==> config.mk <==
export PLATFORM = sky130hd
export DESIGN_NAME = aogt_trim_bank
export DESIGN_NICKNAME = d
export VERILOG_FILES = /design/src/aogt_trim_bank.v /design/src/aogt_trim_reg.v
export VERILOG_INCLUDE_DIRS = /design/src /design/src/src
export SDC_FILE = /design/constraint.sdc
export NUM_CORES = 1
export LEC_CHECK = 0
export BUFFER_PORTS_ARGS = -buffer_cell sky130_fd_sc_hd__clkbuf_2
export CORE_MARGIN = 8
export CORE_UTILIZATION = 28
export CTS_BUF_LIST = sky130_fd_sc_hd__clkbuf_4 sky130_fd_sc_hd__clkbuf_8 sky130_fd_sc_hd__clkbuf_16
export DETAILED_ROUTE_END_ITERATION = 6
export GPL_ROUTABILITY_DRIVEN = 0
export SYNTH_ARGS = -nofsm -noshare
export SYNTH_HDL_FRONTEND = slang
export SYNTH_SLANG_ARGS = --single-unit
==> constraint.sdc <==
create_clock -name mclk -period 1.8 [get_ports mclk]
set_clock_uncertainty 0.05 [all_clocks]
set_input_delay 0.09 -clock mclk [delete_from_list [all_inputs] [get_ports mclk]]
set_output_delay 0.09 -clock mclk [all_outputs]
set_load 0.02 [all_outputs]
==> src/aogt_regs.vh <==
// constants for the converter trim register bank
//
// Notes on behaviour
// - core 4 offset word in bits 11:0
// - core 5 offset word in bits 11:0
// - core 2 input B own offset word
// - core 3 picks offset by input C/D
// - core 0 gain trim in bits 4:0
// - core 1 gain trim in bits 4:0
// - core 2 gain differs for inputs A/B
// - trims default from fuse memory after reset
// - offset fields are unsigned binary
`ifndef AOGT_REGS_VH
`define AOGT_REGS_VH

// ----------------------------------------------------------------
// register indices (byte address is four times the index)
// ----------------------------------------------------------------
`define AOGT_IDX_C2B_OFS   10'h336
`define AOGT_IDX_C3C_OFS   10'h338
`define AOGT_IDX_C3D_OFS   10'h33a
`define AOGT_IDX_C4_OFS    10'h33c
`define AOGT_IDX_C5_OFS    10'h33e
`define AOGT_IDX_C0_GAIN   10'h360
`define AOGT_IDX_C1_GAIN   10'h361
`define AOGT_IDX_C2A_GAIN  10'h362
`define AOGT_IDX_C2B_GAIN  10'h363
`define AOGT_IDX_CTRL      10'h370
`define AOGT_IDX_STATUS    10'h371

// ----------------------------------------------------------------
// widths, fields and reset values
// ----------------------------------------------------------------
`define AOGT_OFS_W         16
`define AOGT_GAIN_W        8
`define AOGT_OFS_MSB       11
`define AOGT_GAIN_MSB      4
`define AOGT_OFS_RST       16'h0000
`define AOGT_GAIN_RST      8'h00
`define AOGT_NUM_OFS       5
`define AOGT_NUM_GAIN      4
`define AOGT_NUM_TRIM      9
`define AOGT_LAST_SLOT     4'h8
`define AOGT_CTRL_RELOAD   0
`define AOGT_STA_DONE      0
`define AOGT_STA_CALBUSY   1
`define AOGT_STA_CALERR    2

// ----------------------------------------------------------------
// timing
// ----------------------------------------------------------------
`define AOGT_CLK_NS        20

`endif

==> src/aogt_trim_bank.v <==
// apb register bank holding converter offset and fine gain trims
`timescale 1ns/1ns
`include "aogt_regs.vh"
module aogt_trim_bank
(
  input  wire        mclk,
  input  wire        rst,
  input  wire        psel,
  input  wire        penable,
  input  wire        pwrite,
  input  wire [11:0] paddr,
  input  wire [31:0] pwdata,
  output reg  [31:0] prdata,
  output reg         pready,
  output reg         pslverr,
  output reg         fuse_rd,
  output reg  [3:0]  fuse_addr,
  input  wire [15:0] fuse_data,
  input  wire        offset_cal_busy,
  input  wire        core2_sel_inb,
  input  wire        core3_sel_ind,
  output reg  [11:0] core2_inb_offset_word,
  output reg         core2_inb_offset_use,
  output reg  [11:0] core3_offset_applied,
  output reg  [11:0] core4_offset_word,
  output reg  [11:0] core5_offset_word,
  output reg  [4:0]  core0_gain_trim,
  output reg  [4:0]  core1_gain_trim,
  output reg  [4:0]  core2_gain_applied,
  output reg         trim_ready
);

  // ----------------------------------------------------------------
  // fuse loader states
  // ----------------------------------------------------------------
  localparam LD_IDLE = 2'b00;
  localparam LD_REQ  = 2'b01;
  localparam LD_CAPT = 2'b10;
  localparam LD_DONE = 2'b11;

  reg  [1:0]  ld_state;
  reg  [1:0]  next_ld_state;
  reg  [3:0]  ld_slot;
  reg  [3:0]  next_ld_slot;
  reg         cal_err;
  reg  [31:0] next_prdata;
  reg         next_pslverr;
  reg  [8:0]  hit;
  wire [9:0]  idx;
  wire        access_end;
  wire        wr_go;
  wire        ofs_hit;
  wire        ctrl_reload;
  wire        sta_clear;
  wire        loaded;
  wire        reload_req;

  // per-register values and strobes
  wire [15:0] ofs_val [0:4];
  wire [7:0]  gain_val [0:3];
  wire [8:0]  ld_hit;

  // ----------------------------------------------------------------
  // address decode
  // ----------------------------------------------------------------
  // byte offset within a word is ignored; each register owns one word
  assign idx        = paddr[11:2];
  assign access_end = psel & penable & pready;
  assign wr_go      = access_end & pwrite;
  assign ofs_hit    = |hit[4:0];
  assign loaded     = (ld_state == LD_DONE);

  // one-hot match of the word index against the trim registers
  always @*
  begin
    hit    = 9'h000;
    hit[0] = (idx == `AOGT_IDX_C2B_OFS);
    hit[1] = (idx == `AOGT_IDX_C3C_OFS);
    hit[2] = (idx == `AOGT_IDX_C3D_OFS);
    hit[3] = (idx == `AOGT_IDX_C4_OFS);
    hit[4] = (idx == `AOGT_IDX_C5_OFS);
    hit[5] = (idx == `AOGT_IDX_C0_GAIN);
    hit[6] = (idx == `AOGT_IDX_C1_GAIN);
    hit[7] = (idx == `AOGT_IDX_C2A_GAIN);
    hit[8] = (idx == `AOGT_IDX_C2B_GAIN);
  end

  // ----------------------------------------------------------------
  // control and status strobes
  // ----------------------------------------------------------------
  // a reload is honoured only once the running load is complete
  assign ctrl_reload = wr_go & (idx == `AOGT_IDX_CTRL) & pwdata[`AOGT_CTRL_RELOAD];
  assign sta_clear   = wr_go & (idx == `AOGT_IDX_STATUS) & pwdata[`AOGT_STA_CALERR];
  assign reload_req  = ctrl_reload & loaded;

  // ----------------------------------------------------------------
  // trim registers
  // ----------------------------------------------------------------
  // offset words: fuse slots 0 to 4
  genvar gi;
  generate
    for (gi = 0; gi < `AOGT_NUM_OFS; gi = gi + 1)
    begin : g_ofs
      assign ld_hit[gi] = (ld_state == LD_CAPT) && (ld_slot == gi);
      aogt_trim_reg #(.W(`AOGT_OFS_W)) u_ofs
      (
        .mclk    (mclk),
        .rst     (rst),
        .wr_en   (wr_go & hit[gi]),
        .ld_en   (ld_hit[gi]),
        .wr_data (pwdata[15:0]),
        .ld_data (fuse_data),
        .value   (ofs_val[gi])
      );
    end
    // gain words: fuse slots 5 to 8, low byte of the fuse word
    for (gi = 0; gi < `AOGT_NUM_GAIN; gi = gi + 1)
    begin : g_gain
      assign ld_hit[gi+5] = (ld_state == LD_CAPT) && (ld_slot == gi + 5);
      aogt_trim_reg #(.W(`AOGT_GAIN_W)) u_gain
      (
        .mclk    (mclk),
        .rst     (rst),
        .wr_en   (wr_go & hit[gi+5]),
        .ld_en   (ld_hit[gi+5]),
        .wr_data (pwdata[7:0]),
        .ld_data (fuse_data[7:0]),
        .value   (gain_val[gi])
      );
    end
  endgenerate

  // ----------------------------------------------------------------
  // fuse loader
  // ----------------------------------------------------------------
  // walks every fuse slot after reset, and again on a reload request;
  // the bus is held off meanwhile so no write can race a load
  always @*
  begin
    next_ld_state = ld_state;
    next_ld_slot  = ld_slot;
    case (ld_state)
      LD_IDLE:
      begin
        next_ld_state = LD_REQ;
        next_ld_slot  = 4'h0;
      end
      LD_REQ:
      begin
        next_ld_state = LD_CAPT;
      end
      LD_CAPT:
      begin
        if (ld_slot == `AOGT_LAST_SLOT)
          next_ld_state = LD_DONE;
        else
        begin
          next_ld_state = LD_REQ;
          next_ld_slot  = ld_slot + 4'h1;
        end
      end
      LD_DONE:
      begin
        if (reload_req)
        begin
          next_ld_state = LD_REQ;
          next_ld_slot  = 4'h0;
        end
      end
      default:
      begin
        next_ld_state = LD_IDLE;
        next_ld_slot  = 4'h0;
      end
    endcase
  end

  // loader state registers
  always @(posedge mclk)
  begin
    if (rst)
    begin
      ld_state <= LD_IDLE;
      ld_slot  <= 4'h0;
    end
    else
    begin
      ld_state <= next_ld_state;
      ld_slot  <= next_ld_slot;
    end
  end

  // ----------------------------------------------------------------
  // fuse port and load status
  // ----------------------------------------------------------------
  // decoded from the next state so each output leaves a flop; the fuse word
  // must be valid in the cycle after the strobe, when the slot is captured
  always @(posedge mclk)
  begin
    if (rst)
    begin
      fuse_rd    <= 1'b0;
      fuse_addr  <= 4'h0;
      trim_ready <= 1'b0;
    end
    else
    begin
      fuse_rd    <= (next_ld_state == LD_REQ);
      fuse_addr  <= next_ld_slot;
      trim_ready <= (next_ld_state == LD_DONE);
    end
  end

  // ----------------------------------------------------------------
  // calibration access flag
  // ----------------------------------------------------------------
  // software must keep off offset words during offset calibration; the
  // bank still completes such an access but records it. set wins over clear
  always @(posedge mclk)
  begin
    if (rst)
      cal_err <= 1'b0;
    else if (access_end & ofs_hit & offset_cal_busy)
      cal_err <= 1'b1;
    else if (sta_clear)
      cal_err <= 1'b0;
  end

  // ----------------------------------------------------------------
  // read mux
  // ----------------------------------------------------------------
  // reserved bits read back as stored; unused upper bits read zero
  always @*
  begin
    next_prdata  = 32'h0000_0000;
    next_pslverr = 1'b0;
    case (idx)
      `AOGT_IDX_C2B_OFS:  next_prdata[15:0] = ofs_val[0];
      `AOGT_IDX_C3C_OFS:  next_prdata[15:0] = ofs_val[1];
      `AOGT_IDX_C3D_OFS:  next_prdata[15:0] = ofs_val[2];
      `AOGT_IDX_C4_OFS:   next_prdata[15:0] = ofs_val[3];
      `AOGT_IDX_C5_OFS:   next_prdata[15:0] = ofs_val[4];
      `AOGT_IDX_C0_GAIN:  next_prdata[7:0]  = gain_val[0];
      `AOGT_IDX_C1_GAIN:  next_prdata[7:0]  = gain_val[1];
      `AOGT_IDX_C2A_GAIN: next_prdata[7:0]  = gain_val[2];
      `AOGT_IDX_C2B_GAIN: next_prdata[7:0]  = gain_val[3];
      `AOGT_IDX_CTRL:     next_prdata       = 32'h0000_0000;  // reload self-clears
      `AOGT_IDX_STATUS:
      begin
        next_prdata[`AOGT_STA_DONE]    = loaded;
        next_prdata[`AOGT_STA_CALBUSY] = offset_cal_busy;
        next_prdata[`AOGT_STA_CALERR]  = cal_err;
      end
      default:            next_pslverr      = 1'b1;
    endcase
  end

  // ----------------------------------------------------------------
  // apb answer
  // ----------------------------------------------------------------
  // one wait state in the access phase; more while fuses are loading
  always @(posedge mclk)
  begin
    if (rst)
    begin
      pready  <= 1'b0;
      prdata  <= 32'h0000_0000;
      pslverr <= 1'b0;
    end
    else if (psel & penable & ~pready & loaded)
    begin
      pready  <= 1'b1;
      prdata  <= pwrite ? 32'h0000_0000 : next_prdata;
      pslverr <= next_pslverr;
    end
    else
    begin
      pready  <= 1'b0;
      prdata  <= 32'h0000_0000;
      pslverr <= 1'b0;
    end
  end

  // ----------------------------------------------------------------
  // fixed offset trims toward the analog datapath
  // ----------------------------------------------------------------
  // fields are passed as plain unsigned codes; a new value reaches the
  // cores one cycle after the write or load, with no commit step
  always @(posedge mclk)
  begin
    if (rst)
    begin
      core2_inb_offset_word <= 12'h000;
      core4_offset_word     <= 12'h000;
      core5_offset_word     <= 12'h000;
    end
    else
    begin
      core2_inb_offset_word <= ofs_val[0][`AOGT_OFS_MSB:0];
      core4_offset_word     <= ofs_val[3][`AOGT_OFS_MSB:0];
      core5_offset_word     <= ofs_val[4][`AOGT_OFS_MSB:0];
    end
  end

  // ----------------------------------------------------------------
  // input-dependent trims
  // ----------------------------------------------------------------
  // the selects are registered in step with the words they pick, so a core
  // never sees the word of one input paired with the flag of the other
  always @(posedge mclk)
  begin
    if (rst)
    begin
      core2_inb_offset_use <= 1'b0;
      core3_offset_applied <= 12'h000;
      core2_gain_applied   <= 5'h00;
    end
    else
    begin
      core2_inb_offset_use <= core2_sel_inb;
      core3_offset_applied <= core3_sel_ind ?
                              ofs_val[2][`AOGT_OFS_MSB:0] :
                              ofs_val[1][`AOGT_OFS_MSB:0];
      core2_gain_applied   <= core2_sel_inb ?
                              gain_val[3][`AOGT_GAIN_MSB:0] :
                              gain_val[2][`AOGT_GAIN_MSB:0];
    end
  end

  // ----------------------------------------------------------------
  // fixed gain trims
  // ----------------------------------------------------------------
  // only the low five bits leave the bank; reserved bits stay in the store
  always @(posedge mclk)
  begin
    if (rst)
    begin
      core0_gain_trim <= 5'h00;
      core1_gain_trim <= 5'h00;
    end
    else
    begin
      core0_gain_trim <= gain_val[0][`AOGT_GAIN_MSB:0];
      core1_gain_trim <= gain_val[1][`AOGT_GAIN_MSB:0];
    end
  end

endmodule // aogt_trim_bank

==> src/aogt_trim_reg.v <==
// one trim register: bus write, fuse load, constant reset
`timescale 1ns/1ns
module aogt_trim_reg
#(
  parameter W = 16
)
(
  input  wire         mclk,
  input  wire         rst,
  input  wire         wr_en,
  input  wire         ld_en,
  input  wire [W-1:0] wr_data,
  input  wire [W-1:0] ld_data,
  output reg  [W-1:0] value
);

  // ----------------------------------------------------------------
  // storage
  // ----------------------------------------------------------------
  // the fuse load and the bus never overlap: the bus stalls while loading
  always @(posedge mclk)
  begin
    if (rst)
      value <= {W{1'b0}};
    else if (ld_en)
      value <= ld_data;
    else if (wr_en)
      value <= wr_data;  // reserved bits stored as written
  end

endmodule // aogt_trim_reg

==> results of run 1 <==
[cell families after synthesis]
logic type | Yosys count | share of synthesized area (%)
simple gates | 421 | 21.6
compound gates | 209 | 17.1
flops | 203 | 44.3
buf+inv | 123 | 6.88
mux | 84 | 9.46
fa+ha+maj | 4 | 0.545
other cells | 1 | 0.0409
xor+xnor | 1 | 0.0954
[final timing paths]
check                            from                         to  slack (ns)  cells after the start
max reg2reg                    pready   g_ofs[0].u_ofs.value[11]        0.06                      6
max                            pready   g_ofs[0].u_ofs.value[11]        0.06                      6
min                         pwdata[1]  g_gain[3].u_gain.value[1]        0.03                      3
min reg2reg  g_ofs[2].u_ofs.value[13]                 prdata[13]        0.42                      2
[timing repair]
item / 4_1_cts / 5_1_grt
gates resized for setup: 1 / 9
cloned: 0 / 1
buffers inserted: 0 / 0
hold buffers: 33 / 0
pin swaps: 0 / 0
setup endpoints to repair: 1 / 65
endpoints found under the hold margin: 93 / 0
[report_power, final]
group          leakage (nW)  total (W)  internal (W)  switching [W]
clock                 0.410    0.00503       0.00311        0.00192
sequential             1.64    0.00456       0.00454      0.0000257
combinational          2.66   0.000679      0.000236       0.000444
[flip-flops by register name, summed over array words and instances (netlist names), 12 cells and up]
signal and count:
core2_inb_offset_word 12, core3_offset_applied 12, core4_offset_word 12, core5_offset_word 12, g_gain.u_gain.value 32, g_ofs.u_ofs.value 80
prdata 16
[layout make-up]
| cell class | count | area [um2] |
|---|---|---|
| fillers | 3346 | 20600 |
| well taps | 442 | 553 |
| diodes | 2 | 5.00 |
| inverters | 4 | 15.0 |
| repair buffers | 239 | 1710 |
| clock buffers | 33 | 693 |
| clock inverters | 9 | 126 |
| flip-flops and latches | 203 | 4070 |
| multi-input cells | 735 | 4570 |
[stage by stage]
stage,power (W),cell area (um2),hold WS (ns),std cells
6_report,0.0103,11700,0.0250,1667
5_1_grt,0.0106,11700,0.0227,1667
4_1_cts,0.0104,11700,0.0130,1664
3_5_place_dp,0.00527,10500,0.318,1589
3_3_place_gp,0.00527,10500,0.302,1589
2_1_floorplan,0.00504,9250,0.188,1061
[per-layer routing]
layer | global-route usage (%) | vias up | part of all wire [%]
met2 | 25.8 | 400 | 45
met1 | 21.6 | 4072 | 44
met4 | 6.44 | 0 | 3.3
met3 | 2.98 | 65 | 7.7
met5 | 0 | - | 0
li1 | - | 4013 | -
[critical path: stages, from the launching register on]
cell,delay (ns)
sky130_fd_sc_hd__dfxtp_2,0.37
sky130_fd_sc_hd__and4_4,0.25
sky130_fd_sc_hd__buf_12,0.15
sky130_fd_sc_hd__and4_1,0.25
sky130_fd_sc_hd__buf_12,0.18
sky130_fd_sc_hd__nand2_1,0.06
sky130_fd_sc_hd__a311oi_1,0.30
[cells in the final DEF (no fill, tap or decap), types with 8 or more instances in the layout]
cell	Yosys	final
sky130_fd_sc_hd__dfxtp_1	203	200
sky130_fd_sc_hd__nand2_1	175	175
sky130_fd_sc_hd__clkbuf_2	1	136
sky130_fd_sc_hd__nor2_1	125	125
sky130_fd_sc_hd__mux2i_1	71	71
sky130_fd_sc_hd__a311oi_1	73	69
sky130_fd_sc_hd__nor2b_1	53	53
sky130_fd_sc_hd__buf_4	29	53
sky130_fd_sc_hd__a211oi_1	40	40
sky130_fd_sc_hd__dlygate4sd3_1	0	33
sky130_fd_sc_hd__clkbuf_16	0	24
sky130_fd_sc_hd__o21ai_0	21	21
sky130_fd_sc_hd__a31oi_1	18	18
sky130_fd_sc_hd__conb_1	1	16
sky130_fd_sc_hd__nand4_1	14	14
sky130_fd_sc_hd__a21oi_1	13	13
sky130_fd_sc_hd__buf_12	0	13
sky130_fd_sc_hd__mux2_2	12	12
sky130_fd_sc_hd__nand3_1	10	10
sky130_fd_sc_hd__nor3_1	9	9
sky130_fd_sc_hd__o21a_1	8	8
==> results.json, run 1 <==
{
  "ctsLongestPathBuffers": 3,
  "slew_headroom_pct": 41.2,
  "numPortBuffers": 137,
  "hold_viol": 0,
  "yosysMostFrequentCell": "sky130_fd_sc_hd__dfxtp_1",
  "viasPerCell": 5.13,
  "design.final.nets": 1278,
  "fin_setup_tns_ns": 0,
  "clock_sink_count": 203,
  "outcome": "finished with violations",
  "grt_pass1_wl_um": 50200,
  "postSynthAreaPerCell_um2": 8.78,
  "htreeDepth": 1,
  "synth_ff_type": "sky130_fd_sc_hd__dfxtp_1",
  "power.static_leakage_nw": 4.71,
  "hold_path_class": "primary input to register",
  "fp.dieW_um": 197,
  "period_needed_ns": 1.74,
  "total_wirelength_of_the_detailed_routed_design_um": 32900,
  "cts_root_buffer": "sky130_fd_sc_hd__clkbuf_16",
  "timing.critical_path.arrival_ns": 2.09,
  "dpl_worst_slack_ns": 0.0188,
  "core_region_area_mm2": 0.0324,
  "max_cap_violations": 0,
  "worstSkewPairLatency_ns": 0.52,
  "fp-row-count": 66,
  "share_of_synthesized_area_occupied_by_flip_flops_and_latches_pct": 44.3,
  "synth_top_area_cell": "sky130_fd_sc_hd__dfxtp_1",
  "dp.final_hpwl_um": 22400,
  "largest_net_degree_at_the_start_of_global_routing": 186,
  "fmax_mhz": 576,
  "layout-drive-gt1-share_pct": 23.0,
  "io-pin-count": 172,
  "first_global_vias": 8480,
  "antenna_found_initial": 2,
  "detail_route.drc_violations": 1,
  "post-route-util_pct": 36.3,
  "effective_utilization_at_floorplan_pct": 28.4,
  "synthTopCellsByCount": "sky130_fd_sc_hd__dfxtp_1, sky130_fd_sc_hd__nand2_1, sky130_fd_sc_hd__nor2_1",
  "wl_per_cell_um": 19.7,
  "synth_edf_count": 0,
  "cellPowerDensity_mw_per_mm2": 875,
  "clock_tree_from_tritoncts": "done",
  "grt_setup_unrepaired": "no",
  "max_slew.worst_pin.slew_ns": 0.883,
  "synth_async_sr_flop_share_pct": 0,
  "tritoncts.num_buffers": 23,
  "drt_pre_antenna_iters": 7,
  "timing_worst_setup_path_type": "register to register",
  "vdd_ir_drop_max_mv": 0.569,
  "die-area_mm2": 0.0388,
  "groute.usage.overall_pct": 16.3,
  "finalCritPeriodShare_pct": 96.5,
  "vias": 8550,
  "endpoint_kind": "register",
  "drt.antenna.violating_nets": 0,
  "syn2layout_area_growth_pct": 28.0,
  "ys_types": 54,
  "drtIter0Drc": 746,
  "cp_data_required_time_ns": 2.15,
  "maximum_fanout_along_the_worst_path": 16,
  "netlist_area_mm2": 0.00918,
  "syn_inst": 1046,
  "final.setup.worst_slack_ns": 0.0628,
  "cts.reportedPaths.clkPinSlew_ns": 0.06,
  "globalRouteOverflowTotal": 0,
  "synthesis.yosys.warnings": 0,
  "failed_checks": "DRC",
  "die_height_um": 197,
  "slew_violations": 0,
  "cp-start-kind": "register",
  "synthDominantCellAreaShare_pct": 44.3,
  "timing.final.setup_violations": 0,
  "yosys-top-cells-area": "sky130_fd_sc_hd__dfxtp_1, sky130_fd_sc_hd__mux2i_1, sky130_fd_sc_hd__nand2_1, sky130_fd_sc_hd__a311oi_1, sky130_fd_sc_hd__nor2_1",
  "postSynthRegisterBits": 203
}
Note: power is estimated with default switching activity, not from simulation.
==> run 2, diff against run 1 <==
Settings changed: BUFFER_PORTS_ARGS -buffer_cell sky130_fd_sc_hd__clkbuf_2 to -buffer_cell sky130_fd_sc_hd__buf_2.
==> results.json, run 2 (synthesized netlist as in run 1, its figures left out) <==
{
  "postCtsSetupRepairBufs": 0,
  "die-area_mm2": 0.0388,
  "syn2layout_area_growth_pct": 28.5,
  "post-route-util_pct": 36.4,
  "worstReg2RegStart": "ld_state[0]",
  "drt_pre_antenna_iters": 5,
  "timing_worst_setup_path_type": "register to register",
  "largest_net_degree_at_the_start_of_global_routing": 186,
  "final.setup.worst_slack_ns": 0.0872,
  "grt_pass1_wl_um": 49400,
  "hold_viol": 0,
  "worst_setup_path_startpoint": "ld_state[0]",
  "detail_route.drc_violations": 0,
  "cp-start-kind": "register",
  "groute.usage.overall_pct": 16.1,
  "cts_root_buffer": "sky130_fd_sc_hd__clkbuf_16",
  "maximum_fanout_along_the_worst_path": 8,
  "clock_tree_from_tritoncts": "done",
  "dpl_worst_slack_ns": 0.0696,
  "cellPowerDensity_mw_per_mm2": 896,
  "outcome": "finished clean",
  "fin_setup_tns_ns": 0,
  "layout_top_registers": "g_ofs.u_ofs.value (80), g_gain.u_gain.value (32), prdata (16)",
  "finalCritPeriodShare_pct": 95.2,
  "period_needed_ns": 1.71,
  "cp.buffers_inverters": 1,
  "slew_headroom_pct": 40.6,
  "timing.critical_path.arrival_ns": 2.13,
  "grt_setup_unrepaired": "no",
  "max_slew.worst_pin.slew_ns": 0.891,
  "mostFrequentLayoutCell": "sky130_fd_sc_hd__dfxtp_1",
  "endpoint": "prdata[14]",
  "timing.hold.worst.start": "pwdata[0]",
  "regToRegEndpoint": "prdata[14]",
  "fmax_mhz": 584,
  "layout-drive-gt1-share_pct": 22.8,
  "viasPerCell": 5.05,
  "path_delay_family": "simple AND/OR/NAND/NOR gates",
  "clock_sink_count": 203,
  "vdd_ir_drop_max_mv": 0.550,
  "layout_common_cells": "sky130_fd_sc_hd__dfxtp_1, sky130_fd_sc_hd__nand2_1, sky130_fd_sc_hd__buf_2",
  "numPortBuffers": 137,
  "worstPathCellList": "nand2_1, or4_1, or2_0, buf_4, o21ba_1",
  "endpoint_kind": "register",
  "wl_per_cell_um": 19.6,
  "total_wirelength_of_the_detailed_routed_design_um": 32600,
  "timing.final.setup_violations": 0,
  "slew_violations": 0,
  "cpMaxStageDelayCell": "sky130_fd_sc_hd__or4_1",
  "antenna_found_initial": 2,
  "cp_data_required_time_ns": 2.21,
  "fp-row-count": 66,
  "core_region_area_mm2": 0.0324,
  "cts.reportedPaths.clkPinSlew_ns": 0.06,
  "drt.antenna.violating_nets": 0,
  "ctsLongestPathBuffers": 3,
  "crit_cells": 5,
  "power.static_leakage_nw": 4.80,
  "io-pin-count": 172,
  "drtIter0Drc": 921,
  "largest_register": "g_ofs.u_ofs.value",
  "hold_path_class": "primary input to register",
  "critical-path-max-stage-delay_ns": 0.52,
  "worstSkewPairLatency_ns": 0.52,
  "tritoncts.num_buffers": 23,
  "ff_to_ff_setup_slack_ns": 0.09,
  "vias": 8417,
  "design.final.nets": 1280,
  "globalRouteOverflowTotal": 0,
  "max_cap_violations": 0,
  "die_height_um": 197,
  "fp.dieW_um": 197,
  "htreeDepth": 1,
  "largest_register_ffs": 80,
  "effective_utilization_at_floorplan_pct": 28.4,
  "first_global_vias": 8171,
  "dp.final_hpwl_um": 22200,
  "worst_r2r_path_depth": 5
}
[run 2: metal layers]
layer / up-vias / global-route usage (%) / wire (um) / part of all wire [%]
met3: 56 / 2.52 / 2290 / 7.0
met5: - / 0 / 13 / 0.040
met4: 2 / 5.91 / 905 / 2.8
met2: 334 / 25.9 / 15100 / 46
li1: 4015 / - / - / -
met1: 4010 / 21.6 / 14300 / 44
[run 2: worst register-to-register path, delay by kind of cell (launching register included)]
| kind | cells | cell delay (ns) |
|---|---|---|
| AOI/OAI and AO/OA | 1 | 0.22 |
| buffers and inverters | 1 | 0.19 |
| DFF | 1 | 0.32 |
| and+or+nand+nor | 3 | 0.90 |
[run 2: how the worst min path moves through the flow]
stage / to / cells past startpoint
4_1_cts: g_gain[3].u_gain.value[0] / 4
6_report: g_ofs[1].u_ofs.value[0] / 4
2_1_floorplan: cal_err / 2
5_1_grt: g_ofs[1].u_ofs.value[0] / 4
3_5_place_dp: cal_err / 3
3_3_place_gp: cal_err / 3
[run 2: cell type report]
| cell class | count | area (um2) |
|---|---|---|
| fill | 3305 | 20600 |
| multi-input combinational | 735 | 4570 |
| sequential | 203 | 4070 |
| timing repair buffer | 241 | 1720 |
| clock buffer | 31 | 691 |
| tap | 442 | 553 |
| clock inverter | 9 | 174 |
| inverter | 4 | 15.0 |
| antenna | 1 | 2.50 |
[run 2: power breakdown]
part / switching, W / leakage [nW] / internal (W) / total (W)
Clock: 0.00193 / 0.430 / 0.00340 / 0.00533
Combinational: 0.000438 / 2.73 / 0.000236 / 0.000674
Sequential: 0.0000264 / 1.64 / 0.00454 / 0.00456
Total: 0.00240 / 4.80 / 0.00817 / 0.0106
[run 2: timing repair]
item | CTS | global route
hold buffers | 36 | 0
gates resized for setup | 0 | 11
setup endpoints to repair | 0 | 29
hold endpoints to repair | 122 | 0
[run 2: stage by stage]
step | area [um2] | power (W) | hold slack, ns | cells
after global routing | 11800 | 0.0109 | 0.0429 | 1666
after floorplan | 9250 | 0.00504 | 0.188 | 1061
after detailed placement | 10500 | 0.00527 | 0.321 | 1589
final | 11800 | 0.0106 | 0.0278 | 1666
after CTS | 11800 | 0.0106 | 0.0205 | 1665
after global placement | 10500 | 0.00526 | 0.318 | 1589
==> run 3, diff against run 2 <==
Settings changed: BUFFER_PORTS_ARGS -buffer_cell sky130_fd_sc_hd__buf_2 to default, DONT_BUFFER_PORTS from default to 1, GPL_ROUTABILITY_DRIVEN 0 to default.
==> results.json, run 3 (synthesized netlist as in run 1, its figures left out) <==
{
  "outcome": "finished with violations",
  "failed_checks": "hold timing",
  "grt_use_met1_pct": 20.7,
  "slew_violations": 0,
  "cts_root_buffer": "sky130_fd_sc_hd__clkbuf_16",
  "finalCritPeriodShare_pct": 97.0,
  "maximum_fanout_along_the_worst_path": 16,
  "instances_no_fill": 1559,
  "max_slew.worst_pin.slew_ns": 0.546,
  "clock_tree_from_tritoncts": "done",
  "cts.reportedPaths.clkPinSlew_ns": 0.06,
  "globalRouteOverflowTotal": 0,
  "viasPerCell": 5.22,
  "vias": 8137,
  "grt_setup_unrepaired": "yes",
  "fin_setup_tns_ns": 0,
  "die_height_um": 197,
  "largest_register": "g_ofs.u_ofs.value",
  "antenna_found_initial": 0,
  "total_wirelength_of_the_detailed_routed_design_um": 32900,
  "clock_sink_count": 203,
  "numPortBuffers": 0,
  "cp.buffers_inverters": 1,
  "endpoint_kind": "register",
  "fp.dieW_um": 197,
  "die-area_mm2": 0.0388,
  "io-pin-count": 172,
  "postCtsSetupRepairBufs": 0,
  "largest_register_ffs": 80,
  "worstPathCellList": "and4_4, buf_12, nand4_2, mux2i_1, a211oi_1",
  "drt.antenna.violating_nets": 0,
  "count_of_antenna_diodes_in_the_layout": 0,
  "slew_headroom_pct": 63.6,
  "fp-row-count": 66,
  "fin_hold_ws_ns": -0.369,
  "final.fill_count": 3339,
  "cts-hold-fix-buffers": 84,
  "power.static_leakage_nw": 4.35,
  "grt_util_met3_pct": 4.72,
  "timing.critical_path.arrival_ns": 2.10,
  "cp-start-kind": "register",
  "placed_cells_incl_taps": 1434,
  "syn2layout_area_growth_pct": 23.1,
  "wl_per_cell_um": 21.1,
  "drt_pre_antenna_iters": 5,
  "design.final.nets": 1174,
  "vdd_ir_drop_max_mv": 0.605,
  "max_cap_violations": 0,
  "path_delay_family": "simple AND/OR/NAND/NOR gates",
  "mostFrequentLayoutCell": "sky130_fd_sc_hd__dfxtp_1",
  "cpMaxStageDelayCell": "sky130_fd_sc_hd__nand4_2",
  "critical-path-max-stage-delay_ns": 0.37,
  "globalRoute.busiestLayer": "met2",
  "worstSkewPairLatency_ns": 0.51,
  "layout-drive-gt1-share_pct": 11.1,
  "htreeDepth": 1,
  "post-route-util_pct": 34.9,
  "fmax_mhz": 573,
  "detail_route.drc_violations": 0,
  "dp.final_hpwl_um": 22100,
  "groute.layer.met2.usage_pct": 26.4,
  "ctsLongestPathBuffers": 3,
  "timing.final.setup_violations": 0,
  "layout_common_cells": "sky130_fd_sc_hd__dfxtp_1, sky130_fd_sc_hd__nand2_1, sky130_fd_sc_hd__nor2_1",
  "layout_top_registers": "g_ofs.u_ofs.value (80), g_gain.u_gain.value (32), prdata (16)",
  "groute.usage.overall_pct": 16.5,
  "timing_worst_setup_path_type": "register to register",
  "cellPowerDensity_mw_per_mm2": 858,
  "tritoncts.num_buffers": 24,
  "hold_path_class": "primary input to register",
  "grt_pass1_wl_um": 50000,
  "first_global_vias": 7994,
  "drtIter0Drc": 665,
  "hold_viol": 119,
  "cp_data_required_time_ns": 2.16,
  "largest_net_degree_at_the_start_of_global_routing": 187,
  "effective_utilization_at_floorplan_pct": 28.4,
  "period_needed_ns": 1.75,
  "core_region_area_mm2": 0.0324,
  "place_congestion": 0.892
}
-- run 3: changes by cell type in the layout (fill, tap and decap cells not counted), sizes merged, moves of 2 or more --
cell / delta
clkinv: -2
bufinv: -5
clkbuf: +8
dlygate4sd3: +46
buf: -154
-- run 3: final timing paths --
kind | slack [ns] | cells after the start | endpoint | start
setup / recovery | 0.05 | 5 | g_gain[2].u_gain.value[4] | pready
hold / removal | -0.37 | 1 | g_ofs[0].u_ofs.value[2] | rst
setup reg to reg | 0.05 | 5 | g_gain[2].u_gain.value[4] | pready
hold reg to reg | 0.40 | 1 | pready | pready
-- run 3: power breakdown --
| group | internal, W | switching, W | total, W |
|---|---|---|---|
| Sequential | 0.00454 | 0.0000469 | 0.00459 |
| Combinational | 0.000152 | 0.000176 | 0.000329 |
| Clock | 0.00290 | 0.00188 | 0.00478 |
-- run 3: metal layers --
metal  part of all wire (%)  vias to the layer above
li1                       -                     3802
met1                     41                     3903
met2                     45                      368
met3                     10                       64
met4                    3.9                        0
met5                      0                        -
-- run 3: worst register-to-register path: stages, from the launching register on --
cell and delay, ns:
sky130_fd_sc_hd__dfxtp_2 0.34, sky130_fd_sc_hd__and4_4 0.23, sky130_fd_sc_hd__buf_12 0.14, sky130_fd_sc_hd__nand4_2 0.38, sky130_fd_sc_hd__mux2i_1 0.23, sky130_fd_sc_hd__a211oi_1 0.27
-- run 3: through the flow --
stage,setup slack [ns],power (W),cell area (um2)
after floorplan,0.00161,0.00504,9250
after global placement,0.0869,0.00493,9640
after detailed placement,0.00458,0.00493,9640
after CTS,0.0462,0.00985,11300
after global routing,-0.00361,0.0101,11300
final,0.0540,0.00969,11300
-- run 3: repair_timing --
item / in CTS / in global routing
setup endpoints to repair: 1 / 34
pin swaps: 0 / 0
hold endpoints to repair: 203 / 119
gates resized for setup: 1 / 9
-- run 3: cell type report --
class | instances | area [um2] | share of cell area [%]
clock buffer | 39 | 768 | 6.80
clock inverter | 2 | 12.5 | 0.111
timing repair buffer | 134 | 1320 | 11.7
multi-input combinational | 735 | 4560 | 40.3
inverter | 4 | 15.0 | 0.133
sequential | 203 | 4070 | 36.0
tap | 442 | 553 | 4.89
